`src/logic/pwm_timebase_consts.svh`:
```
// Purpose: constants for the pwm counter and match unit
// Assumes: one clock, synchronous active-low reset
// Notes:   reset values of counter state
`ifndef PWM_TIMEBASE_CONSTS_SVH
`define PWM_TIMEBASE_CONSTS_SVH
`define CNT_W         16
`define CNT_RESET     16'h0000
`define LOAD_RESET    16'h0000
`define MATCH_RESET   16'h0000
`define DIR_DOWN      1'b0
`define DIR_UP        1'b1
`endif

```
`src/logic/pwm_timebase_pkg.sv`:
```
// Purpose: types for the pwm counter and match unit
// Assumes: constants header included
// Notes:   none
`include "pwm_timebase_consts.svh"
package pwm_timebase_pkg;
   typedef logic [`CNT_W-1:0] count_t;
   typedef enum logic {
      MODE_DOWN,
      MODE_UPDOWN
   } count_mode_e;
endpackage : pwm_timebase_pkg

```
`src/logic/match_compare.sv`:
```
// Purpose: one match comparator with direction qualified pulses
// Assumes: counter and active values from the timebase
// Notes:   combinational pulses
`timescale 1ns/1ns
`include "pwm_timebase_consts.svh"
module match_compare
   import pwm_timebase_pkg::*;
(
   input  wire logic [`CNT_W-1:0] count,
   input  wire logic [`CNT_W-1:0] load_val,
   input  wire logic [`CNT_W-1:0] match_val,
   input  wire logic              dir,
   input  wire logic              running,
   output logic                   match_up,
   output logic                   match_down
);
   logic hit;
   // no pulse when match exceeds load
   assign hit        = running && (count == match_val) && (match_val <= load_val);
   assign match_up   = hit && (dir == `DIR_UP);
   assign match_down = hit && (dir == `DIR_DOWN);
endmodule : match_compare

```
`src/logic/pwm_timebase.sv`:
```
// Purpose: pwm counter and two match comparators
// Assumes: all inputs synchronous to sys_clk
// Notes:   events are one-cycle pulses of the current count
//
// Contract
// - one 16-bit counter, down or up/down, with two comparators.
// - exactly one of two modes at a time.
// - down mode: load to zero, reload, repeat.
// - up/down mode: zero up to load, then down to zero, alternating.
// - direction low in down mode, toggles in up/down mode.
// - zero pulse one cycle when counter is zero.
// - load pulse one cycle when counter equals load.
// - down mode: load pulse the cycle after zero pulse.
// - each comparator pulses one cycle on match.
// - up/down mode: matches split into up and down events.
// - match above load never pulses.
// - both outputs share this counter, same period.
// - immediate update: new values used at next zero.
// - sync update: held until global update, then at next zero.
// - global reset clears selected counter synchronously.
// - debug stall: stop at zero or keep running; no interrupt.
`timescale 1ns/1ns
`include "pwm_timebase_consts.svh"
module pwm_timebase
   import pwm_timebase_pkg::*;
(
   input  wire logic              sys_clk,
   input  wire logic              resetn,
   input  wire logic              enable,
   input  wire logic              mode_updown,
   input  wire logic              sync_update_mode,
   input  wire logic              global_sync,
   input  wire logic              global_reset,
   input  wire logic              debug_stall,
   input  wire logic              stall_run,
   input  wire logic [`CNT_W-1:0] load_wr,
   input  wire logic [`CNT_W-1:0] match_a_wr,
   input  wire logic [`CNT_W-1:0] match_b_wr,
   input  wire logic              values_wr,
   output logic [`CNT_W-1:0]      count,
   output logic                   dir,
   output logic                   zero_pulse,
   output logic                   load_pulse,
   output logic                   match_a_up,
   output logic                   match_a_down,
   output logic                   match_b_up,
   output logic                   match_b_down,
   output logic [`CNT_W-1:0]      load_active,
   output logic                   pending_update
);
   // ************************************************************
   // state
   // ************************************************************
   typedef struct packed {
      count_t count;
      logic   dir;
      logic   running;
      logic   armed;
      logic   pend;
      count_t load_p;
      count_t ma_p;
      count_t mb_p;
      count_t load_a;
      count_t ma_a;
      count_t mb_a;
   } tb_state_s;

   tb_state_s   st_q;
   tb_state_s   st_d;

   // ************************************************************
   // mode and step
   // ************************************************************
   count_mode_e mode;
   logic        down_mode;
   logic        step;
   logic        at_zero;
   logic        freeze;

   assign mode      = mode_updown ? MODE_UPDOWN : MODE_DOWN;
   assign down_mode = (mode == MODE_DOWN);
   assign at_zero   = (st_q.count == `CNT_RESET);
   // stall without run-on freezes once zero is reached
   assign freeze    = debug_stall && !stall_run && at_zero;
   assign step      = enable && !freeze;

   // ************************************************************
   // step helpers
   // ************************************************************
   count_t count_inc;
   count_t count_dec;
   count_t turn_down_val;
   count_t turn_up_val;
   logic   counting_up;
   logic   at_top;
   logic   load_zero;

   assign count_inc     = count_t'(st_q.count + 16'h0001);
   assign count_dec     = count_t'(st_q.count - 16'h0001);
   assign load_zero     = (st_q.load_a == `CNT_RESET);
   // load of zero parks the count at zero
   assign turn_down_val = load_zero ? `CNT_RESET : count_t'(st_q.load_a - 16'h0001);
   assign turn_up_val   = load_zero ? `CNT_RESET : 16'h0001;
   assign counting_up   = (st_q.dir == `DIR_UP);
   assign at_top        = (st_q.count >= st_q.load_a);

   // ************************************************************
   // update control
   // ************************************************************
   logic take_update;
   logic arm_now;
   logic arm_on_write;

   // a write in the zero cycle waits for the next zero
   assign take_update  = step && at_zero && st_q.armed && !values_wr;
   assign arm_now      = global_sync && st_q.pend;
   assign arm_on_write = !sync_update_mode;

   // ************************************************************
   // next state
   // ************************************************************
   always_comb
   begin
      st_d.count   = st_q.count;
      st_d.dir     = st_q.dir;
      st_d.running = enable;
      st_d.armed   = st_q.armed;
      st_d.pend    = st_q.pend;
      st_d.load_p  = st_q.load_p;
      st_d.ma_p    = st_q.ma_p;
      st_d.mb_p    = st_q.mb_p;
      st_d.load_a  = st_q.load_a;
      st_d.ma_a    = st_q.ma_a;
      st_d.mb_a    = st_q.mb_a;
      // capture of new values
      if (values_wr)
      begin
         st_d.load_p = load_wr;
         st_d.ma_p   = match_a_wr;
         st_d.mb_p   = match_b_wr;
         st_d.pend   = 1'b1;
         st_d.armed  = arm_on_write;
      end
      else
      begin
         if (arm_now)
         begin
            st_d.armed = 1'b1;
         end
      end
      // counter step
      if (step)
      begin
         unique case (mode)
            MODE_DOWN:
            begin
               st_d.dir = `DIR_DOWN;
               if (at_zero)
               begin
                  st_d.count = st_q.load_a;
               end
               else
               begin
                  st_d.count = count_dec;
               end
            end
            MODE_UPDOWN:
            begin
               if (counting_up)
               begin
                  if (at_top)
                  begin
                     st_d.dir   = `DIR_DOWN;
                     st_d.count = turn_down_val;
                  end
                  else
                  begin
                     st_d.count = count_inc;
                  end
               end
               else
               begin
                  if (at_zero)
                  begin
                     st_d.dir   = `DIR_UP;
                     st_d.count = turn_up_val;
                  end
                  else
                  begin
                     st_d.count = count_dec;
                  end
               end
            end
         endcase
      end
      // pending values go live at zero
      if (take_update)
      begin
         st_d.load_a = st_q.load_p;
         st_d.ma_a   = st_q.ma_p;
         st_d.mb_a   = st_q.mb_p;
         st_d.pend   = 1'b0;
         st_d.armed  = 1'b0;
         if (down_mode)
         begin
            st_d.count = st_q.load_p;
         end
      end
      // global reset wins over the count and direction updates
      if (global_reset)
      begin
         st_d.count = `CNT_RESET;
         st_d.dir   = `DIR_UP;
      end
   end

   // ************************************************************
   // state register
   // ************************************************************
   always_ff @(posedge sys_clk)
   begin
      if (!resetn)
      begin
         st_q         <= '0;
         st_q.count   <= `CNT_RESET;
         st_q.dir     <= `DIR_DOWN;
         st_q.running <= 1'b0;
         st_q.armed   <= 1'b0;
         st_q.pend    <= 1'b0;
         st_q.load_p  <= `LOAD_RESET;
         st_q.load_a  <= `LOAD_RESET;
         st_q.ma_p    <= `MATCH_RESET;
         st_q.mb_p    <= `MATCH_RESET;
         st_q.ma_a    <= `MATCH_RESET;
         st_q.mb_a    <= `MATCH_RESET;
      end
      else
      begin
         st_q <= st_d;
      end
   end

   // ************************************************************
   // events
   // ************************************************************
   localparam int N_CMP = 2;

   logic   dir_eff;
   logic   fresh;
   logic   at_load;
   count_t cmp_val  [0:N_CMP-1];
   logic   cmp_up   [0:N_CMP-1];
   logic   cmp_down [0:N_CMP-1];

   // no pulse unless enable was high at the last clock edge
   assign fresh      = st_q.running;
   assign at_load    = (st_q.count == st_q.load_a);
   assign dir_eff    = down_mode ? `DIR_DOWN : st_q.dir;
   assign zero_pulse = fresh && at_zero;
   assign load_pulse = fresh && at_load;

   // ************************************************************
   // comparator values
   // ************************************************************
   assign cmp_val[0] = st_q.ma_a;
   assign cmp_val[1] = st_q.mb_a;

   // ************************************************************
   // comparators
   // ************************************************************
   // both comparators watch the one shared counter
   generate
      for (genvar g = 0; g < N_CMP; g++)
      begin : g_cmp
         match_compare u_cmp
         (
            .count      (st_q.count),
            .load_val   (st_q.load_a),
            .match_val  (cmp_val[g]),
            .dir        (dir_eff),
            .running    (fresh),
            .match_up   (cmp_up[g]),
            .match_down (cmp_down[g])
         );
      end
   endgenerate

   // ************************************************************
   // pulse outputs
   // ************************************************************
   assign match_a_up   = cmp_up[0];
   assign match_a_down = cmp_down[0];
   assign match_b_up   = cmp_up[1];
   assign match_b_down = cmp_down[1];

   // ************************************************************
   // value outputs
   // ************************************************************
   assign count          = st_q.count;
   assign dir            = dir_eff;
   assign load_active    = st_q.load_a;
   assign pending_update = st_q.pend;
endmodule : pwm_timebase

```
`config.mk`:
```
export PLATFORM = sky130hd
export DESIGN_NAME = pwm_timebase
export DESIGN_NICKNAME = d
export VERILOG_FILES = /design/src/logic/pwm_timebase_pkg.sv /design/src/logic/match_compare.sv /design/src/logic/pwm_timebase.sv
export VERILOG_INCLUDE_DIRS = /design/src /design/src/logic
export SDC_FILE = /design/constraint.sdc
export NUM_CORES = 1
export LEC_CHECK = 0
export BUFFER_PORTS_ARGS = -buffer_cell sky130_fd_sc_hd__buf_4
export CAP_MARGIN = 20
export CORE_MARGIN = 8
export CORE_UTILIZATION = 35
export DETAILED_ROUTE_END_ITERATION = 8
export RECOVER_POWER = 50
export SLEW_MARGIN = 0
export SYNTH_ARGS = -nofsm -noshare
export SYNTH_HDL_FRONTEND = slang
export SYNTH_SLANG_ARGS = --single-unit
```
`constraint.sdc`:
```
create_clock -name sys_clk -period 2.9 [get_ports sys_clk]
set_clock_uncertainty 0.2 [all_clocks]
set_input_delay 0.58 -clock sys_clk [delete_from_list [all_inputs] [get_ports sys_clk]]
set_output_delay 0.58 -clock sys_clk [all_outputs]
set_load 0.02 [all_outputs]
```
# After elaboration in Yosys (flattened, before gate mapping)
# Cells that the tools add are included.
dict set report word_totals {
  reg_bits 116
  inputBits 58
  out_inout_bits 40
}
dict set report op_classes {
  n_addsub 3
  order_cmp 3
  n_eq_ne 3
  muxes 17
  bitwise 3
  reduce_logical 27
}
# operator n
set ops {}
lappend ops {{16-bit 2-to-1 mux} 6}
lappend ops {{16-bit == test} 3}
lappend ops {{17-bit 2-to-1 mux} 2}
lappend ops {{17-bit case mux with 2 select lines} 1}
lappend ops {{16-bit <= comparator} 2}
lappend ops {{16-bit zero test} 2}
lappend ops {{16-bit by 1-bit subtractor with 16-bit output, second input constant} 2}
lappend ops {{1-bit logical AND} 17}
lappend ops {{16-bit by 1-bit adder with 16-bit output, second input constant} 1}
lappend ops {{16-bit greater-or-equal comparator} 1}
lappend ops {{1-bit 2-to-1 mux} 8}
lappend ops {{1-bit zero test} 4}
lappend ops {{2-bit nonzero test} 2}
lappend ops {{2-bit OR reduction} 2}
lappend ops {{1-bit NOT} 3}

# Logic depth before layout (Yosys ltp)
# Gate-level depths: netlist of run 1.
dict set report logic_depth {
  depth_word 9
  mapped_depth 12
}

# Modules after synthesis
# Synthesis of run 1 repeated with hierarchy kept, for this count alone.
dict set report hier_totals {
  cells_unflattened 991
  area_unflattened_um2 8126.5
}
# module instances cells_per_inst area_per_inst_um2
set by_module_without_submodules {}
lappend by_module_without_submodules {pwm_timebase 1 829 6897.9}
lappend by_module_without_submodules {match_compare 2 81 614.3}

# Worst setup path before layout of run 1
# Ideal clock, no wire load.
dict set report synth_path {
  path_type {reg-to-output}
  startpoint {register st_q, in the netlist load_active[9]}
  endpoint {output match_b_down}
  t_arrival_ns 2.190
  path_slack_ns -0.070
  path_stages_with_launch 10
  path_buffers 0
  path_cell_list {dfxtp_1 inv_1 ha_1 a21o_1 a21o_1 a21oi_1 o21ai_0 a2111oi_0 o2111ai_1 nor2_1}
}
dict set report synth_via {
  elab_chain_len 3
}
# element line_no
set synth_lines {}
lappend synth_lines {{start: declaration} pwm_timebase.sv:68} ;# tb_state_s st_q;
lappend synth_lines {{start signal: assignment} pwm_timebase.sv:239} ;# st_q <= st_d;
lappend synth_lines {{16-bit <= comparator} match_compare.sv:19} ;# assign hit = running && (count == match_val) && (match_val <= load_val);
lappend synth_lines {{1-bit logical AND} match_compare.sv:19}
lappend synth_lines {{1-bit logical AND} match_compare.sv:21} ;# assign match_down = hit && (dir == `DIR_DOWN);
lappend synth_lines {{end: declaration} pwm_timebase.sv:47} ;# output logic match_b_down,
# No other way between the ends.

# Worst setup path after layout of run 1
dict set report layout_path {
  startpoint {register st_q, in the netlist load_active[6]}
  endpoint {output match_a_down}
}
dict set report layout_via {
  elab_chain_len 3
}
# element line_no
set layout_lines {}
lappend layout_lines {{16-bit <= comparator} match_compare.sv:19}
lappend layout_lines {{1-bit logical AND} match_compare.sv:19}
lappend layout_lines {{1-bit logical AND} match_compare.sv:21}
lappend layout_lines {{end: declaration} pwm_timebase.sv:45} ;# output logic match_a_down,
# No other way between the ends.

==> impl_metrics.csv, run 1 <==
group,metric,value,unit
timing,rsz0062_at_grt,"yes",
die,fp.dieH,165.7,microns
finish,fillCellCount,2185,
timing,fin_crit,3.182,ns
synthesis,yosysWarnings,0,
grt,grt_pass1_vias,7336,
synthesis,syn-instance-count,946,
routing,first_iter_violations,595,
routing,wirelength,28900,microns
power,leakage,4.203,nW
timing,finalMaxSlewViolations,52,
routing,wl_per_cell,21.06,microns
routing,drtAntennaViolNets,0,
synthesis,async_flop_share,0,%
routing,dr.pass1.iters,6,
routing,vias,7503,
die,io_pins,98,
power,irDropWorstVdd,0.0003480,V
placed_design,dp_hpwl,21580,microns
die,start_util,35.81,%
placed_design,placed_area,0.009254,sq mm
synthesis,yosys.area.top_type,"dfxtp_1",
power,power.density,527.1,mW/mm^2
grt,grt_pass1_wl,43620,microns
timing,setup_viol,5,
worst_setup_path,worstPathRequired,2.12,ns
timing,fmax,0.3143,GHz
placed_design,port_buffers,97,
grt,track_usage,20.13,%
routing,via_per_inst,5.469,
synthesis,syn_nets,1056,
clock_tree,cts_tree,"built",
synthesis,synth_top_area_share,29.62,%
finish,n_antenna_cell,0,
timing,period_share,109.7,%
clock_tree,clkSinkCount,116,
synthesis,ys_ff_latch,116,
worst_setup_path,crit_type,"reg -> out",
synthesis,ys_types,71,
synthesis,synth_area_per_cell,8.288,sq um
clock_tree,clock_latency,0.43,ns
finish,drive_gt1_share,27.29,%
run_status,violations,"capacitance limit, slew limit, setup timing",
worst_setup_path,cp_cell_sequence,"inv_1, ha_1, a21o_1, a2111oi_4, o2111ai_2, nor2_1, buf_4",
clock_tree,cts_hold_buffers,0,
finish,post-route-cell-area,0.01014,sq mm
grt,grt_max_degree,59,
timing,finalHoldViolations,0,
timing,setup_ws,-0.2821,ns
synthesis,synth_edf_count,0,
synthesis,synthTopCellsByArea,"dfxtp_1 30%, ha_1 8.3%, mux2i_1 7.0%",
timing,relSlewSlack,-13.63,%
job,maxCapViolCount,1,
synthesis,synth_area,0.007840,sq mm
grt,globalRouteOverflowTotal,0,
worst_setup_path,cp_slowest_stage_delay,0.35,ns
run_status,status,"finished, violations left",
power,power,5.345,mW
placed_design,dp_slack,-0.08717,ns
clock_tree,cts_root_buffer,"clkbuf_16",
hold_path,min_path_type,"in -> reg",
timing,holdWs,0.1316,ns
clock_tree,clk_pin_slew,0.06,ns
synthesis,synthTopCellsByCount,"130 x nand2_1, 116 x dfxtp_1, 56 x nor2b_1",
die,dieWidth,165.7,microns
die,rows,54,
finish,syn_to_final_growth,29.33,%
worst_setup_path,crit_path_end_kind,"primary output",
die,core_area,0.02189,sq mm
grt,antenna_found_initial,0,
worst_setup_path,cp-start-kind,"flip-flop",
placed_design,gp_congestion,0.9571,
worst_setup_path,crit_fanout,5,
finish,layout.nets,1190,
synthesis,synth_seq_area_share,29.62,%
die,dieArea,0.02744,sq mm
clock_tree,cts_buffer_depth,2,
routing,route.detailed.drc,0,
synthesis,synthFlopType,"dfxtp_1",
worst_setup_path,worst_ep_arrival_time,2.40,ns
clock_tree,cts_htree_levels,4,
timing,tightest_slew,1.704,ns
clock_tree,cts-buffers-inserted,17,
synthesis,synth.most_common_cell,"nand2_1",
worst_setup_path,cp_slowest_cell,"a2111oi_4",
[metrics by stage]
stage,setup TNS [ns],util (%),std cells
2_1_floorplan,0,-,946
3_3_place_gp,-0.2323,42.27,1337
3_5_place_dp,-0.2792,42.27,1337
4_1_cts,-1.373,45.63,1372
5_1_grt,-1.770,46.32,1372
6_report,-0.9656,46.32,1372
[state kept, by name, summed over array words and instances, names as in the netlist]
name and flops:
load_active 16, count 16, counting_up 1, cmp_val 32
pending_update 1, fresh 1, st_q 49
[layer usage]
metal	up-vias	routed length (microns)	GRT usage, %
li1	3577	-	-
met1	3515	12880	26.75
met2	349	12650	29.77
met3	62	2235	4.472
met4	0	1133	10.58
met5	-	0	0
[critical path, delay by kind of cell, from the launching register on]
| family | cells | cell delay, ns |
|---|---|---|
| DFF | 1 | 0.30 |
| AOI/OAI and AO/OA | 3 | 0.75 |
| adders and majority gates | 1 | 0.32 |
| buffers and inverters | 2 | 0.46 |
| and+or+nand+nor | 1 | 0.14 |
[placed cells by master, fill, tap and decap left out, types with 6 or more instances in the layout]
| cell | n |
|---|---|
| buf_4 | 180 |
| a31oi_1 | 7 |
| xnor2_1 | 51 |
| ha_1 | 43 |
| nand2_1 | 130 |
| ha_4 | 9 |
| a21boi_1 | 10 |
| a21oi_2 | 6 |
| nor4_1 | 6 |
| or3_1 | 7 |
| dfxtp_1 | 109 |
| nand2b_1 | 8 |
| nor3_1 | 15 |
| mux2i_1 | 55 |
| o21ai_0 | 25 |
| a21boi_0 | 38 |
| a21o_1 | 10 |
| inv_1 | 17 |
| o22ai_1 | 6 |
| xor2_1 | 8 |
| o211ai_1 | 8 |
| a21oi_1 | 29 |
| clkbuf_1 | 19 |
| o221ai_1 | 7 |
| clkbuf_16 | 17 |
| dfxtp_2 | 7 |
| nand4_1 | 19 |
| nand3_1 | 21 |
| a211oi_1 | 9 |
| nor2_1 | 38 |
| nor2b_1 | 54 |
[final timing paths]
check / slack [ns] / cells past startpoint / startpoint / to
min reg2reg: 0.26 / 2 / st_q[55]$_SDFFE_PN0P_ / cmp_val[7]$_SDFFE_PN0P_
min: 0.13 / 2 / sync_update_mode / st_q[97]$_SDFFE_PP0P_
max reg2reg: 0.05 / 10 / load_active[11]$_SDFFE_PN0P_ / count[11]$_SDFF_PP0_
max: -0.28 / 7 / load_active[6]$_SDFFE_PN0P_ / match_a_down
[cell type report]
class / count / area, sq um / share of cell area (%)
Multi-Input combinational cell: 711 / 5202 / 51.31
Sequential cell: 116 / 2331 / 22.99
Timing Repair Buffer: 209 / 1564 / 15.42
Clock buffer: 20 / 466.7 / 4.603
Tap cell: 280 / 350.3 / 3.455
Clock inverter: 11 / 126.4 / 1.246
Inverter: 25 / 98.84 / 0.9748
[where the power goes]
part           internal [mW]  switching [mW]
registers               1.66          0.0598
logic                  0.639           0.832
clock network           1.33           0.825
total                   3.63            1.72
[cell families after synthesis]
group	count (synthesis)	share of synthesized area, %
xor gates and xnor gates	59	6.591
AOI/OAI and AO/OA	200	17.60
and+or+nand+nor	345	22.84
adders and majority gates	52	8.299
buffers and inverters	119	8.027
muxes	55	7.022
DFF	116	29.62
[repair_timing]
item	CTS	global route
pin swaps	21	20
gates resized for setup	38	38
endpoints found under the hold margin	0	0
buffers inserted	4	0
setup endpoints to repair	6	15
Note: power is estimated with default switching activity, not from simulation.
==> run 2: changes to the inputs <==
--- a/config.mk
+++ b/config.mk
@@ -6,12 +6,14 @@
 export SDC_FILE = /design/constraint.sdc
 export NUM_CORES = 1
 export LEC_CHECK = 0
+export ABC_AREA = 1
 export BUFFER_PORTS_ARGS = -buffer_cell sky130_fd_sc_hd__buf_4
 export CAP_MARGIN = 20
 export CORE_MARGIN = 8
 export CORE_UTILIZATION = 35
 export DETAILED_ROUTE_END_ITERATION = 8
 export RECOVER_POWER = 50
+export SKIP_LAST_GASP = 1
 export SLEW_MARGIN = 0
 export SYNTH_ARGS = -nofsm -noshare
 export SYNTH_HDL_FRONTEND = slang
==> run 2 against run 1 <==
- the flow finishes with violations (setup timing)
- setup slack improved by 0.28 ns
- sequential share of layout area decreased by 0.19 points
- global-route usage increased by 3.1 points
- sequential power increased by 7%
- non-clock buffer count decreased by 5
- critical path type unchanged
- critical path depth increased by 4
==> impl_metrics.csv, run 2 <==
group,metric,value,unit
finish,fillCellCount,2376,
routing,via_per_inst,5.293,
timing,finalHoldViolations,0,
clock_tree,cts_htree_levels,4,
routing,first_iter_violations,768,
hold_path,min_from,"sync_update_mode",
synthesis,synthTopCellsByCount,"205 x nand2_1, 198 x nor2_1, 150 x o21ai_0",
clock_tree,cts_hold_buffers,0,
power,irDropWorstVdd,0.0003198,V
finish,layout.nets,1483,
synthesis,synthFlopType,"dfxtp_1",
synthesis,synth_area_per_cell,6.470,sq um
synthesis,synth_seq_area_share,28.81,%
timing,fmax,0.3446,GHz
die,core_area,0.02264,sq mm
synthesis,synth_area,0.008061,sq mm
clock_tree,cts-buffers-inserted,17,
synthesis,ys_ff_latch,116,
placed_design,port_buffers,97,
worst_setup_path,crit_path_end_kind,"primary output",
die,dieArea,0.02815,sq mm
synthesis,ys_types,37,
synthesis,syn_nets,1356,
synthesis,syn-instance-count,1246,
synthesis,async_flop_share,0,%
synthesis,synth_top_area_share,28.81,%
synthesis,yosys.area_share.xor_xnor,2.499,%
timing,rsz0062_at_grt,"yes",
timing,finalMaxSlewViolations,0,
finish,fin_util,45.81,%
die,fp.dieH,167.8,microns
synthesis,synth_simple_gate_area_share,28.87,%
placed_design,placed_cells,1616,
clock_tree,clk_pin_slew,0.06,ns
finish,top_register,"st_q",
clock_tree,clkSinkCount,116,
worst_setup_path,cp_cell_sequence,"inv_2, buf_6, ha_4, nand4_1, nor3_2, buf_4, nand3_1, nand2_1, nand2_2, nor2_2, buf_6",
worst_setup_path,worst_ep_arrival_time,2.12,ns
grt,track_usage,23.25,%
worst_setup_path,critPathLaunch,"load_active[13]$_SDFFE_PN0P_",
timing,setup_viol,1,
synthesis,synthTopCellsByArea,"dfxtp_1 29%, nand2_1 9.5%, o21ai_0 9.3%",
grt,grt_max_degree,61,
synthesis,synthMuxAreaShare,0,%
worst_setup_path,critPathBufInv,4,
worst_setup_path,cp_slowest_cell,"dfxtp_2",
worst_setup_path,cp-start-kind,"flip-flop",
worst_setup_path,worstPathRequired,2.12,ns
clock_tree,cts_tree,"built",
placed_design,gp_congestion,0.9681,
routing,route.detailed.drc,0,
die,io_pins,98,
routing,vias,8850,
power,power.density,632.5,mW/mm^2
timing,setup_ws,-0.001899,ns
synthesis,synth_compound_area_share,17.96,%
timing,period_share,100.1,%
routing,wirelength,32930,microns
placed_design,dp_hpwl,24960,microns
worst_setup_path,crit_top_cell,"buf_6",
power,leakage,4.927,nW
timing,relSlewSlack,5.897,%
grt,grt_pass1_vias,8632,
worst_setup_path,cp_slowest_stage_delay,0.34,ns
job,maxCapViolCount,0,
die,dieWidth,167.8,microns
clock_tree,cts_buffer_depth,2,
placed_design,dp_slack,0.1170,ns
routing,drtAntennaViolNets,0,
finish,final_common_cell,"nand2_1",
worst_setup_path,crit_family,"simple AND/OR/NAND/NOR gates",
synthesis,yosysWarnings,0,
finish,drive_gt1_share,26.19,%
finish,syn_to_final_growth,28.65,%
grt,grt_pass1_wl,50630,microns
worst_setup_path,crit_type,"reg -> out",
grt,antenna_found_initial,0,
synthesis,synth.most_common_cell,"nand2_1",
timing,tightest_slew,1.412,ns
timing,tns,-0.001899,ns
routing,wl_per_cell,19.70,microns
run_status,violations,"setup timing",
die,rows,55,
clock_tree,cts_root_buffer,"clkbuf_16",
synthesis,synth_edf_count,0,
die,start_util,35.61,%
synthesis,synth_top_family_by_area,"simple AND/OR/NAND/NOR gates",
synthesis,yosys.area.top_type,"dfxtp_1",
timing,fin_crit,2.902,ns
worst_setup_path,r2r-start,"count[7]$_SDFF_PP0_",
worst_setup_path,crit_fanout,2,
grt,globalRouteOverflowTotal,0,
routing,dr.pass1.iters,5,
run_status,status,"finished, violations left",
finish,largest_reg_flops,49,
hold_path,min_path_type,"in -> reg",
finish,final_cells,1672,
finish,layout_common_cells,"199 x nand2_1, 192 x buf_4, 190 x nor2_1",
clock_tree,clock_latency,0.43,ns
synthesis,synthAdderAreaFrac,8.071,%
power,power,6.559,mW
## run 2: cell types whose count changed after synthesis, moves of 25 or more
| cell | delta |
|---|---|
| nor2_1 | +156 |
| mux2i_1 | -55 |
| nand2_1 | +75 |
| nor2b_1 | -56 |
| inv_1 | +106 |
| a21oi_1 | +25 |
| o21ai_0 | +120 |
| a21boi_0 | -38 |
| nand3_1 | +84 |
| xnor2_1 | -48 |
## run 2: what timing repair did
item,in CTS,in global routing
gates cloned,0,0
resized for setup,69,39
endpoints found under the setup margin,6,6
setup buffers,8,15
pin swaps,19,21
## run 2: kinds of logic (layout without fill, tap and decap cells)
logic type / after synthesis / after routing
compound gates: 266 / 266
buf+inv: 239 / 379
flops: 116 / 116
xor+xnor: 23 / 23
simple gates: 550 / 550
fa+ha+maj: 52 / 52
other cells: 0 / 1
## run 2: path summary, 6_finish.rpt
check | end | slack (ns) | depth (start not counted)
setup / recovery | match_b_up | -0.002 | 11
hold / removal | st_q[97]$_SDFFE_PP0P_ | 0.14 | 2
setup reg to reg | cmp_val[18]$_SDFFE_PN0P_ | 0.20 | 12
hold reg to reg | cmp_val[30]$_SDFFE_PN0P_ | 0.29 | 2
## run 2: final cells by class
class                           instances  area, sq um  share of cell area [%]
Multi-Input combinational cell        891         4961                   47.83
Sequential cell                       116         2365                   22.80
Timing Repair Buffer                  204         1572                   15.15
Inverter                              143        543.0                   5.236
Clock buffer                           17        425.4                   4.102
Tap cell                              285        356.6                   3.438
Clock inverter                         15        146.4                   1.412
Antenna cell                            1        2.502                 0.02413
## run 2: per-stage QoR
step / hold slack, ns / area, sq um
2_1_floorplan: 0.2442 / 8061
3_3_place_gp: 0.2701 / 9226
3_5_place_dp: 0.2785 / 9226
4_1_cts: 0.1207 / 10110
5_1_grt: 0.1295 / 10370
6_report: 0.1360 / 10370
## run 2: report_power, final
group	internal [mW]	switching [mW]
sequential	1.69	0.143
clock	1.20	0.879
combinational	0.942	1.70
## run 2: routing by layer
layer	vias up	track usage (%)	share of wire, %
met2	366	37.60	45
met5	-	0	0
met1	4088	28.80	43
met3	95	5.173	7.3
li1	4301	-	-
met4	0	11.30	4.4
